--- src/rtl/startup_defines.vh ---
// Purpose: constants for the start-up sequencer and its register map
// Assumes: 40 MHz pclk, which is also the input clock of the part
// Notes:   definitions only
`ifndef STARTUP_DEFINES_VH
`define STARTUP_DEFINES_VH

// register byte offsets
`define OFS_POWER_MODE     8'h00
`define OFS_RUN_RESET      8'h04
`define OFS_PULLUP         8'h08
`define OFS_STATUS         8'h0C

// power mode control fields
`define PM_MULT_LSB        0
`define PM_MULT_MSB        5
`define PM_DIV_LSB         8
`define PM_DIV_MSB         9

// running reset control and pull-up control bits
`define RR_ENABLE_BIT      0
`define PU_MS2_BIT         0
`define PU_MS3_BIT         1

// lock latency in input-clock cycles, and strap sampling point
`define LOCK_CYCLES        13'd4096
`define LOCK_LAST          13'd4095
`define STRAP_SAMPLE       13'd2

// start-up multiplier / divider per clock-ratio strap code
`define RATIO0_MULT        6'h08
`define RATIO1_MULT        6'h20
`define RATIO2_MULT        6'h10
`define RATIO3_MULT        6'h08
`define RATIO_DIV          2'h0

// fixed hardware reset vector
`define RESET_VECTOR       32'h0009_0000

`endif

--- src/rtl/reset_boot_clock_startup.v ---
// Purpose: start-up sequencing: straps, lock wait, reset vector start, shared reset pin
// Assumes: APB slave on pclk; straps and running reset pin are asynchronous
// Notes:   pready is always high, so every transfer completes in its first access cycle
//          the status word shows the live lock count, so software can poll the wait
//          pull-ups come up enabled so memory selects idle high before software runs
//          the shared pin is released only by software; the board must pull it high
//
// Functional notes
// - after reset release wait exactly 4096 input clocks, core held idle
// - after the lock wait, start fetching at the fixed reset vector
// - initial core clock ratio comes from the two clock-ratio straps
// - once running, software may rewrite PLL multiplier and divider anytime
// - shared reset pin is a reset output by default
// - setting bit 0 of running reset control makes the pin a running-reset input
// - software switches memory-select pull-ups on or off; strength fixed
//
// Chosen here: the register offsets and the APB interface to the registers.
`timescale 1ns/100ps
`include "startup_defines.vh"
module reset_boot_clock_startup (
   input  wire        pclk,
   input  wire        presetn,
   input  wire [7:0]  paddr,
   input  wire        psel,
   input  wire        penable,
   input  wire        pwrite,
   input  wire [31:0] pwdata,
   output reg  [31:0] prdata,
   output wire        pready,
   output wire        pslverr,
   input  wire [1:0]  clk_cfg,
   input  wire [1:0]  boot_cfg,
   input  wire        reset_output_pin_in_n,
   output wire        reset_output_pin_out_n,
   output wire        reset_output_pin_oe,
   output reg         core_run,
   output reg         core_fetch_start,
   output reg  [31:0] core_fetch_addr,
   output reg  [1:0]  boot_mode,
   output reg  [5:0]  pll_multiplier,
   output reg  [1:0]  pll_divider,
   output reg         memory_select_two_pullup_en,
   output reg         memory_select_three_pullup_en
);
   localparam ST_LOCK = 2'h0;
   localparam ST_RUN  = 2'h1;
   localparam ST_HOLD = 2'h2;

   reg  [1:0]  state;
   reg  [1:0]  next_state;
   reg  [12:0] lock_count;
   reg         run_reset_enable;
   reg  [1:0]  clk_ratio;
   wire [1:0]  clk_cfg_sync;
   wire [1:0]  boot_cfg_sync;
   wire        running_reset_input_n;
   wire        setup_phase;
   wire        write_access;
   wire        addr_mapped;
   reg  [5:0]  strap_mult;
   wire        lock_done;
   wire        strap_capture;
   wire        hold_request;
   wire        pm_write;
   wire        rr_write;
   wire        pu_write;
   wire [31:0] power_mode_word;
   wire [31:0] run_reset_word;
   wire [31:0] pullup_word;
   wire [31:0] status_word;
   reg  [31:0] read_word;

   // straps and the shared pin come from the board, so they are synchronised first
   sync_two_ff #(.WIDTH(4)) u_strap_sync (
      .pclk     (pclk),
      .presetn  (presetn),
      .async_in ({clk_cfg, boot_cfg}),
      .sync_out ({clk_cfg_sync, boot_cfg_sync})
   );

   sync_two_ff #(.WIDTH(1)) u_pin_sync (
      .pclk     (pclk),
      .presetn  (presetn),
      .async_in (reset_output_pin_in_n),
      .sync_out (running_reset_input_n)
   );

   // strap code to start-up multiplier
   always @* begin
      case (clk_cfg_sync)
         2'h0:    strap_mult = `RATIO0_MULT;
         2'h1:    strap_mult = `RATIO1_MULT;
         2'h2:    strap_mult = `RATIO2_MULT;
         default: strap_mult = `RATIO3_MULT;
      endcase
   end

   // sequencer milestones; the strap capture point is shared by two processes
   assign lock_done     = (lock_count == `LOCK_LAST);
   assign strap_capture = (state == ST_LOCK) && (lock_count == `STRAP_SAMPLE);
   assign hold_request  = run_reset_enable && !running_reset_input_n;

   // sequencer: lock wait, run, and hold while a running reset is applied
   always @* begin
      next_state = state;
      case (state)
         ST_LOCK: begin
            if (lock_done)
               next_state = ST_RUN;
         end
         ST_RUN: begin
            if (hold_request)
               next_state = ST_HOLD;
         end
         ST_HOLD: begin
            // no relock needed: the input clock never stopped
            if (!hold_request)
               next_state = ST_RUN;
         end
         default: next_state = ST_LOCK;
      endcase
   end

   // the lock counter starts at the release edge; presetn itself is the hold, on board
   always @(posedge pclk or negedge presetn) begin
      if (!presetn) begin
         state            <= ST_LOCK;
         lock_count       <= 13'h0000;
         core_run         <= 1'b0;
         core_fetch_start <= 1'b0;
         core_fetch_addr  <= 32'h0000_0000;
      end else begin
         state            <= next_state;
         core_run         <= (next_state == ST_RUN); // core idle until lock ends
         core_fetch_start <= (next_state == ST_RUN) && (state != ST_RUN);
         core_fetch_addr  <= `RESET_VECTOR;
         if (state == ST_LOCK)
            lock_count <= lock_count + 13'h0001;
      end
   end

   // straps are caught once the synchronisers have filled after release
   always @(posedge pclk or negedge presetn) begin
      if (!presetn) begin
         boot_mode <= 2'h0;
         clk_ratio <= 2'h0;
      end else if (strap_capture) begin
         boot_mode <= boot_cfg_sync; // valid levels assumed before reset
         clk_ratio <= clk_cfg_sync;
      end
   end

   // shared pin: drives reset low during lock wait, released to input on request
   assign reset_output_pin_oe    = !run_reset_enable;
   assign reset_output_pin_out_n = (state != ST_LOCK);

   // apb decode: setup phase latches read data, access phase commits writes
   assign pready       = 1'b1;
   assign setup_phase  = psel && !penable;
   assign write_access = psel && penable && pwrite;
   assign addr_mapped  = (paddr == `OFS_POWER_MODE) || (paddr == `OFS_RUN_RESET) ||
                         (paddr == `OFS_PULLUP) || (paddr == `OFS_STATUS);
   assign pslverr      = psel && penable && !addr_mapped;
   assign pm_write     = write_access && (paddr == `OFS_POWER_MODE) && (state != ST_LOCK);
   assign rr_write     = write_access && (paddr == `OFS_RUN_RESET);
   assign pu_write     = write_access && (paddr == `OFS_PULLUP);

   // readback words; reserved bits read as zero
   assign power_mode_word = {22'h000000, pll_divider, 2'h0, pll_multiplier};
   assign run_reset_word  = {31'h00000000, run_reset_enable};
   assign pullup_word     = {30'h00000000, memory_select_three_pullup_en,
                             memory_select_two_pullup_en};
   assign status_word     = {11'h000, lock_count, clk_ratio, boot_mode,
                             running_reset_input_n, core_run, state};

   // control registers
   always @(posedge pclk or negedge presetn) begin
      if (!presetn) begin
         pll_multiplier                <= `RATIO0_MULT;
         pll_divider                   <= `RATIO_DIV;
         run_reset_enable              <= 1'b0; // reset output by default
         memory_select_two_pullup_en   <= 1'b1;
         memory_select_three_pullup_en <= 1'b1;
      end else begin
         if (strap_capture) begin
            pll_multiplier <= strap_mult; // start-up ratio from straps
            pll_divider    <= `RATIO_DIV;
         end else if (pm_write) begin
            // writes during the lock wait are dropped: the straps own the ratio then
            pll_multiplier <= pwdata[`PM_MULT_MSB:`PM_MULT_LSB];
            pll_divider    <= pwdata[`PM_DIV_MSB:`PM_DIV_LSB];
         end
         if (rr_write)
            run_reset_enable <= pwdata[`RR_ENABLE_BIT];
         if (pu_write) begin
            memory_select_two_pullup_en   <= pwdata[`PU_MS2_BIT];
            memory_select_three_pullup_en <= pwdata[`PU_MS3_BIT];
         end
      end
   end

   // read mux kept combinational; the register below gives a stable prdata
   always @* begin
      case (paddr)
         `OFS_POWER_MODE: read_word = power_mode_word;
         `OFS_RUN_RESET:  read_word = run_reset_word;
         `OFS_PULLUP:     read_word = pullup_word;
         `OFS_STATUS:     read_word = status_word;
         default:         read_word = 32'h0000_0000; // unmapped reads return zero
      endcase
   end

   // read data registered in the setup phase, stable through the access phase
   always @(posedge pclk or negedge presetn) begin
      if (!presetn) begin
         prdata <= 32'h0000_0000;
      end else if (setup_phase) begin
         prdata <= read_word;
      end
   end
endmodule // reset_boot_clock_startup

--- src/rtl/sync_two_ff.v ---
// Purpose: two flip-flop synchroniser for pin levels
// Assumes: input is a slow level from outside the pclk domain
// Notes:   first stage feeds only the second stage
`timescale 1ns/100ps
module sync_two_ff #(
   parameter WIDTH = 1
) (
   input  wire             pclk,
   input  wire             presetn,
   input  wire [WIDTH-1:0] async_in,
   output reg  [WIDTH-1:0] sync_out
);
   reg [WIDTH-1:0] meta;

   // both stages reset to a constant; meta is read only by the second stage
   always @(posedge pclk or negedge presetn) begin
      if (!presetn) begin
         meta     <= {WIDTH{1'b0}};
         sync_out <= {WIDTH{1'b0}};
      end else begin
         meta     <= async_in;
         sync_out <= meta;
      end
   end
endmodule // sync_two_ff

--- config.mk ---
export PLATFORM = sky130hd
export DESIGN_NAME = reset_boot_clock_startup
export DESIGN_NICKNAME = d
export VERILOG_FILES = /design/src/rtl/reset_boot_clock_startup.v /design/src/rtl/sync_two_ff.v
export VERILOG_INCLUDE_DIRS = /design/src /design/src/rtl
export SDC_FILE = /design/constraint.sdc
export NUM_CORES = 1
export LEC_CHECK = 0
export ABC_CLOCK_PERIOD_IN_PS = 2400
export BUFFER_PORTS_ARGS = -buffer_cell sky130_fd_sc_hd__buf_4
export CORE_AREA = 2 2 82 84
export CTS_CLUSTER_DIAMETER = 120
export DETAILED_ROUTE_END_ITERATION = 10
export DIE_AREA = 0 0 84 86
export GPL_TIMING_DRIVEN = 0
export PLACE_DENSITY = 0.79
export SETUP_SLACK_MARGIN = 0.3
export SKIP_CTS_REPAIR_TIMING = 1
export SLEW_MARGIN = 20
export SYNTH_ARGS = -nofsm -noshare
export SYNTH_HDL_FRONTEND = slang
export SYNTH_SLANG_ARGS = --single-unit
--- constraint.sdc ---
create_clock -name pclk -period 2.4 [get_ports pclk]
set_input_delay 0.24 -clock pclk [delete_from_list [all_inputs] [get_ports pclk]]
set_output_delay 0.24 -clock pclk [all_outputs]
set_load 0.02 [all_outputs]
==> results of run 1 <==
[area by class of cell]
cell class	count	area (µm²)	share of cell area
flip-flops and latches	64	1610	0.407
multi-input cells	164	1060	0.270
repair buffers	71	546	0.138
plain buffers	50	358	0.0906
clock buffers	12	165	0.0418
well taps	77	96.3	0.0244
clock inverters	4	75.1	0.0190
inverters	10	37.5	0.00951
[through the flow]
stage	util	hold slack [ns]	worst slack [ns]	instance area, µm²	total power [µW]
after detailed placement	0.581	0.335	0.203	3650	1360
after CTS	0.620	-0.0124	0.191	3890	2440
after global routing	0.629	0.0430	0.382	3950	2530
after floorplan	-	-0.0556	0.585	3070	1280
after global placement	0.581	0.331	0.262	3650	1360
final	0.629	-0.0121	0.561	3950	2430
[worst paths after layout]
kind                                           start                            end  slack [ns]  cells past startpoint
setup / recovery           lock_count[0]$_DFFE_PN0P_  pll_multiplier[5]$_DFFE_PN0P_        0.56                      6
hold / removal                               presetn  core_fetch_addr[16]$_DFF_PN0_       -0.01                      1
setup reg to reg           lock_count[0]$_DFFE_PN0P_  pll_multiplier[5]$_DFFE_PN0P_        0.56                      6
hold reg to reg            u_pin_sync.meta$_DFF_PN0_  u_pin_sync.sync_out$_DFF_PN0_        0.35                      0
max in group asynchronous                    presetn   run_reset_enable$_DFFE_PN0P_        1.91                      1
min in group pclk                          pwdata[2]  pll_multiplier[2]$_DFFE_PN0P_        0.12                      2
[power groups by stage]
stage,Combinational (µW),Clock (µW),Sequential (µW)
2_1_floorplan,144,0,1130
3_3_place_gp,230,0,1130
3_5_place_dp,234,0,1130
4_1_cts,234,1100,1110
5_1_grt,262,1160,1110
6_report,241,1080,1110
[cell usage after synthesis (2+ instances only)]
library cell,n
a21oi_1,2
a221o_1,3
a22o_1,15
a22o_2,5
a22oi_1,6
and3_1,3
buf_1,2
buf_4,43
clkbuf_1,3
conb_1,2
dfrtp_1,61
dfstp_2,3
ha_1,4
inv_1,10
mux2_2,5
nand2_1,18
nand3_1,3
nand4_1,3
nor2_1,10
nor3_1,3
nor4_1,2
o21ai_0,3
o31ai_1,6
o32ai_1,2
xnor2_1,10
xor2_1,3
[routing by layer]
metal	GRT usage	routed length (µm)	vias to the layer above	share of wire
met5	0	0	-	0
met4	0.0381	71	0	0.012
met3	0.0664	395	8	0.065
met2	0.293	3060	81	0.51
met1	0.222	2520	1003	0.42
li1	-	-	1033	-
[registers in the layout, summed over array words and instances (netlist names)]
signal	count
core_fetch_addr	1
u_strap_sync.meta	4
pll_divider	2
run_reset_enable	1
lock_count	13
memory_select_three_pullup_en	1
u_strap_sync.sync_out	4
u_pin_sync.sync_out	1
pll_multiplier	6
clk_ratio	2
core_fetch_start	1
u_pin_sync.meta	1
state	2
boot_mode	2
memory_select_two_pullup_en	1
prdata	21
core_run	1
[kinds of logic (layout without fill, tap and decap cells)]
| logic type | count (synthesis) | after routing | synth area share |
|---|---|---|---|
| flip-flops | 64 | 64 | 0.551 |
| buffers and inverters | 60 | 147 | 0.136 |
| other | 2 | 43 | 0.00258 |
| AO/OA/AOI/OAI | 45 | 45 | 0.130 |
| AND/OR/NAND/NOR | 52 | 52 | 0.0933 |
| adder cells (fa/ha/maj) | 4 | 4 | 0.0172 |
| multiplexers | 7 | 7 | 0.0305 |
| XOR/XNOR | 13 | 13 | 0.0391 |
[critical path, stage by stage, from the launching register on]
cell,delay (ns)
dfrtp_1,0.42
inv_1,0.11
ha_1,0.15
nor4b_1,0.24
nand4_1,0.23
o41a_4,0.22
a221o_1,0.36
==> run_results.csv, run 1 <==
group,metric,value,unit
sta,skew,0.00958,ns
flow_run,maxCapViolCount,0,
routing,dr.pass1.iters,4,
global_routing,grt_pass1_vias,2041,
critical_path,crit_required,2.62,ns
clock_tree,clock_sinks,64,
critical_path,worstPathMaxFanout,8,
clock_tree,cts_buffers,9,
pwr,p_clk_frac,0.446,
routing,ant_nets,0,
routing,drc,0,
synthesis,netlist_area,2910,µm²
synthesis,yosysTopAreaCell,"dfrtp_1",
layout,n_fill_cell,510,
die,die_w,84,µm
routing,vias,2125,
layout,final_cells,452,
global_routing,grt_pass1_wl,9.96,mm
layout,finalNetCount,424,
place,port_buffers,65,
clock_tree,path_clk_slew,0.07,ns
layout,final_cell_mix,"109 x buf_4, 61 x dfrtp_1, 43 x conb_1",
pwr,ir_worst_vdd,418,µV
die,core,6280,µm²
synthesis,synthArstFlopShare,1.00,
die,initial_utilization,0.464,
status,violations,"negative hold slack",
synthesis,synthCells,247,
synthesis,synth_warnings,0,
layout,diodes,0,
routing,wirelength,6.05,mm
sta,min_period_over_period,0.766,
synthesis,synth-main-ff-cell,"dfrtp_1",
critical_path,path_class,"reg -> reg",
clock_tree,clk_latency,0.35,ns
clock_tree,clock-root-buffer,"clkbuf_8",
synthesis,ys_ff_latch,64,
sta,finalHoldViolations,37,
pwr,pwr-share-seq,0.455,
sta,finalSetupViolCount,0,
pwr,powerDensity,617,nW/µm²
global_routing,grt_max_degree,65,
sta,slew_viol_final,0,
pwr,p_comb_frac,0.099,
pwr,p_sw,563,µW
place,dpl.cell_count,430,
synthesis,ys_seq_area_frac,0.551,
clock_tree,cts_max_level,3,
synthesis,syn_avg_cell_area,11.8,µm²
sta,worst_slew_pin_slew,1.02,ns
sta,max_freq,544,MHz
critical_path,crit_path_start_kind,"flop",
routing,drt_iter0_drc,129,
place,place_congestion,0.782,
global_routing,grt_util_all_layers,0.176,
sta,rsz0062_at_grt,"false",
global_routing,grt_remaining_overflow,0,
die,rows,29,
layout,drive_gt1_frac,0.392,
critical_path,end_kind,"flop",
synthesis,yosysUniqueCellTypes,43,
sta,fin_crit,1.84,ns
global_routing,antenna_found_initial,0,
place,dp_hpwl,4.40,mm
synthesis,synth_top_area_share,0.524,
sta,setup_tns,0,ns
routing,via_per_inst,4.70,
pwr,p_leak,0.00206,µW
die,fp.dieH,86,µm
synthesis,synth-edff-count,0,
min_path,worstHoldPathType,"in -> async",
status,status,"complete, but fails checks",
clock_tree,clk_path_buf_depth,2,
routing,avgRoutedWirePerCell,13.4,µm
die,boundaryPins,132,
sta,slew_headroom,0.314,
sta,worst_hold_slack,-0.0121,ns
pwr,switching_share,0.231,
layout,layout_commonest_cell,"buf_4",
critical_path,arrival,2.06,ns
pwr,p_int,1870,µW
die,die_area,7220,µm²
synthesis,synth.area.top_cells,"dfrtp_1 52%, buf_4 11%, a22o_1 4.5%",
clock_tree,cts_tree,"built",
layout,area_growth,35.6,%
Note: power is estimated with default switching activity, not from simulation.
==> inputs of run 2 (changes only) <==
- ABC_AREA: not set -> 1
- ABC_CLOCK_PERIOD_IN_PS: 2400 -> 1800
- CORE_AREA: 2 2 82 84 -> 2 2 85 87
- DIE_AREA: 0 0 84 86 -> 0 0 87 89
- PLACE_DENSITY: 0.79 -> 0.8
- clock period: 2.4 -> 1.8 ns (I/O delays scaled with it)
==> run_results.csv, run 2 <==
group,metric,value,unit
status,status,"finished clean",
synthesis,ys_top_cells_by_count,"95 x nand2_1, 61 x dfrtp_1, 44 x buf_4",
synthesis,synth.area.top_cells,"dfrtp_1 47%, nand2_1 11%, buf_4 10%",
synthesis,yosysTopAreaCell,"dfrtp_1",
clock_tree,clock_sinks,64,
global_routing,grt_max_degree,65,
clock_tree,clock-root-buffer,"clkbuf_8",
synthesis,yosysMostFrequentCell,"nand2_1",
sta,max_freq,693,MHz
routing,topRoutingLayerUsed,"met4",
critical_path,path_common_cell,"nand3_1",
layout,finalNetCount,543,
die,initial_utilization,0.488,
routing,avgRoutedWirePerCell,12.3,µm
clock_tree,clk_path_buf_depth,2,
sta,finalSetupViolCount,0,
sta,slew_headroom,0.481,
synthesis,synth-xor-area-share,0.0240,
synthesis,synthArstFlopShare,1.00,
layout,final_util,0.650,
die,boundaryPins,132,
sta,setup_tns,0,ns
die,die_area,7740,µm²
global_routing,grt_remaining_overflow,0,
place,place_congestion,0.823,
synthesis,synth-edff-count,0,
layout,n_fill_cell,551,
clock_tree,cts_max_level,3,
pwr,ir_worst_vdd,421,µV
routing,vias,2659,
critical_path,crit_chain,"inv_2 > ha_1 > nand4_1 > nor2_4 > nand2_4 > buf_6 > nand3_1 > nand3_1",
synthesis,ys_seq_area_frac,0.490,
clock_tree,cts_tree,"built",
clock_tree,path_clk_slew,0.07,ns
routing,via_per_inst,4.64,
global_routing,grt_pass1_vias,2264,
routing,dr.pass1.iters,5,
layout,largest_reg_flops,21,
synthesis,muxShareOfSynthArea,0,
critical_path,critPathTopFamily,"simple AND/OR/NAND/NOR gates",
place,pre_cts_ws,0.137,ns
routing,wl_met2,3.56,mm
synthesis,synth_top_area_share,0.466,
critical_path,arrival,1.65,ns
die,core,6720,µm²
critical_path,path_class,"reg -> reg",
layout,drive_gt1_frac,0.357,
pwr,p_leak,0.00238,µW
layout,layout_commonest_cell,"buf_4",
synthesis,synthCells,360,
flow_run,maxCapViolCount,0,
sta,rsz0062_at_grt,"true",
clock_tree,clk_latency,0.33,ns
synthesis,synth_fa_ha_area_frac,0.0153,
routing,met3WireLength,461,µm
place,port_buffers,65,
routing,wl_met1,2.93,mm
critical_path,crit_start,"lock_count[0]$_DFFE_PN0P_",
layout,area_growth,33.2,%
sta,worst_slew_pin_slew,0.779,ns
place,dp_hpwl,5.34,mm
critical_path,end_kind,"flop",
synthesis,netlist_area,3280,µm²
synthesis,synth-compound-area-share,0.0649,
die,die_w,87,µm
sta,finalHoldViolations,0,
die,fp.dieH,89,µm
global_routing,grt_pass1_wl,10.6,mm
routing,drt_iter0_drc,170,
clock_tree,cts_buffers,9,
synthesis,yosysUniqueCellTypes,32,
critical_path,slowest_delay,0.42,ns
sta,slew_viol_final,0,
sta,setup_slack,0.357,ns
synthesis,synth_warnings,0,
synthesis,synth-main-ff-cell,"dfrtp_1",
global_routing,grt_util_all_layers,0.178,
min_path,worstHoldPathType,"in -> reg",
min_path,min_from,"pwdata[2]",
synthesis,synth-simple-area-share,0.248,
critical_path,crit_buf_inv,2,
layout,multiInputGateArea,1330,µm²
layout,regArea,1610,µm²
global_routing,antenna_found_initial,0,
routing,ant_nets,0,
layout,final_cell_mix,"115 x buf_4, 94 x nand2_1, 60 x dfrtp_1",
layout,diodes,0,
sta,skew,0.00712,ns
synthesis,syn_avg_cell_area,9.11,µm²
routing,drc,0,
critical_path,crit_path_start_kind,"flop",
sta,fin_crit,1.44,ns
critical_path,crit-reg2reg-launch,"lock_count[0]$_DFFE_PN0P_",
routing,wirelength,7.03,mm
critical_path,worstPathMaxFanout,10,
synthesis,ys_ff_latch,64,
synthesis,synth_top_family_by_area,"simple AND/OR/NAND/NOR gates",
layout,regMostFlops,"prdata",
critical_path,crit_required,2.01,ns
critical_path,slowest_stage,"dfrtp_1",
sta,min_period_over_period,0.802,
die,rows,30,
pwr,powerDensity,726,nW/µm²
layout,reg_top3,"prdata (21), lock_count (13), pll_multiplier (6)",
## run 2: cell count changes in the layout (fill, tap and decap cells not counted), sizes merged, moves of 5 or more
cell   change
nand2     +82
nand3     +37
inv       +21
a22o      -20
o21ai     +11
nor2      +10
xnor2     -10
a22oi      -6
buf        +6
xor2       +6
mux2       -5
o31ai      +5
## run 2: where the power goes
group	switching, µW	leakage, µW	total [µW]	internal, µW
Sequential	13.4	0.000830	1480	1460
Combinational	194	0.00144	332	138
Clock	514	0.000112	1360	847
Total	722	0.00238	3170	2450
## run 2: path summary, 6_finish.rpt
kind	slack [ns]	cells past startpoint	end
setup reg to reg	0.36	8	pll_multiplier[5]$_DFFE_PN0P_
hold / removal	0.08	3	pll_multiplier[2]$_DFFE_PN0P_
min in group asynchronous	0.48	2	lock_count[10]$_DFFE_PN0P_
setup / recovery	0.36	8	pll_multiplier[5]$_DFFE_PN0P_
hold reg to reg	0.34	0	u_strap_sync.sync_out[1]$_DFF_PN0_
max in group asynchronous	0.77	2	lock_count[1]$_DFFE_PN0P_
## run 2: worst min-delay path: stages
cell and delay (ns):
buf_4 0.08, nand3_1 0.06, nand2_1 0.06
## run 2: stage by stage
step | cells | hold slack, ns | total power, µW | cell area (µm²)
2_1_floorplan | 401 | -0.116 | 1710 | 3430
3_3_place_gp | 546 | 0.291 | 1820 | 4020
3_5_place_dp | 546 | 0.291 | 1820 | 4020
4_1_cts | 561 | -0.0588 | 3180 | 4240
5_1_grt | 573 | 0.0831 | 3280 | 4370
6_report | 573 | 0.0824 | 3170 | 4370
## run 2: area by class of cell
class | count | area share
inverter | 32 | 0.0287
buffer | 51 | 0.0891
sequential | 64 | 0.368
timing repair buffer | 77 | 0.136
clock inverter | 3 | 0.0149
tap | 80 | 0.0229
multi-input combinational | 254 | 0.305
clock buffer | 12 | 0.0355
## run 2: logic make-up (layout without fill, tap and decap cells)
| family | count (synthesis) | in the layout |
|---|---|---|
| buf+inv | 83 | 175 |
| fa+ha+maj | 4 | 4 |
| flops | 64 | 64 |
| compound gates | 27 | 27 |
| simple gates | 171 | 171 |
| xor+xnor | 9 | 9 |
| other cells | 2 | 43 |
## run 2: layer usage
| metal | up-vias | global-route usage |
|---|---|---|
| met3 | 6 | 0.0471 |
| met5 | - | 0 |
| met4 | 0 | 0.0526 |
| li1 | 1322 | - |
| met2 | 93 | 0.296 |
| met1 | 1238 | 0.230 |
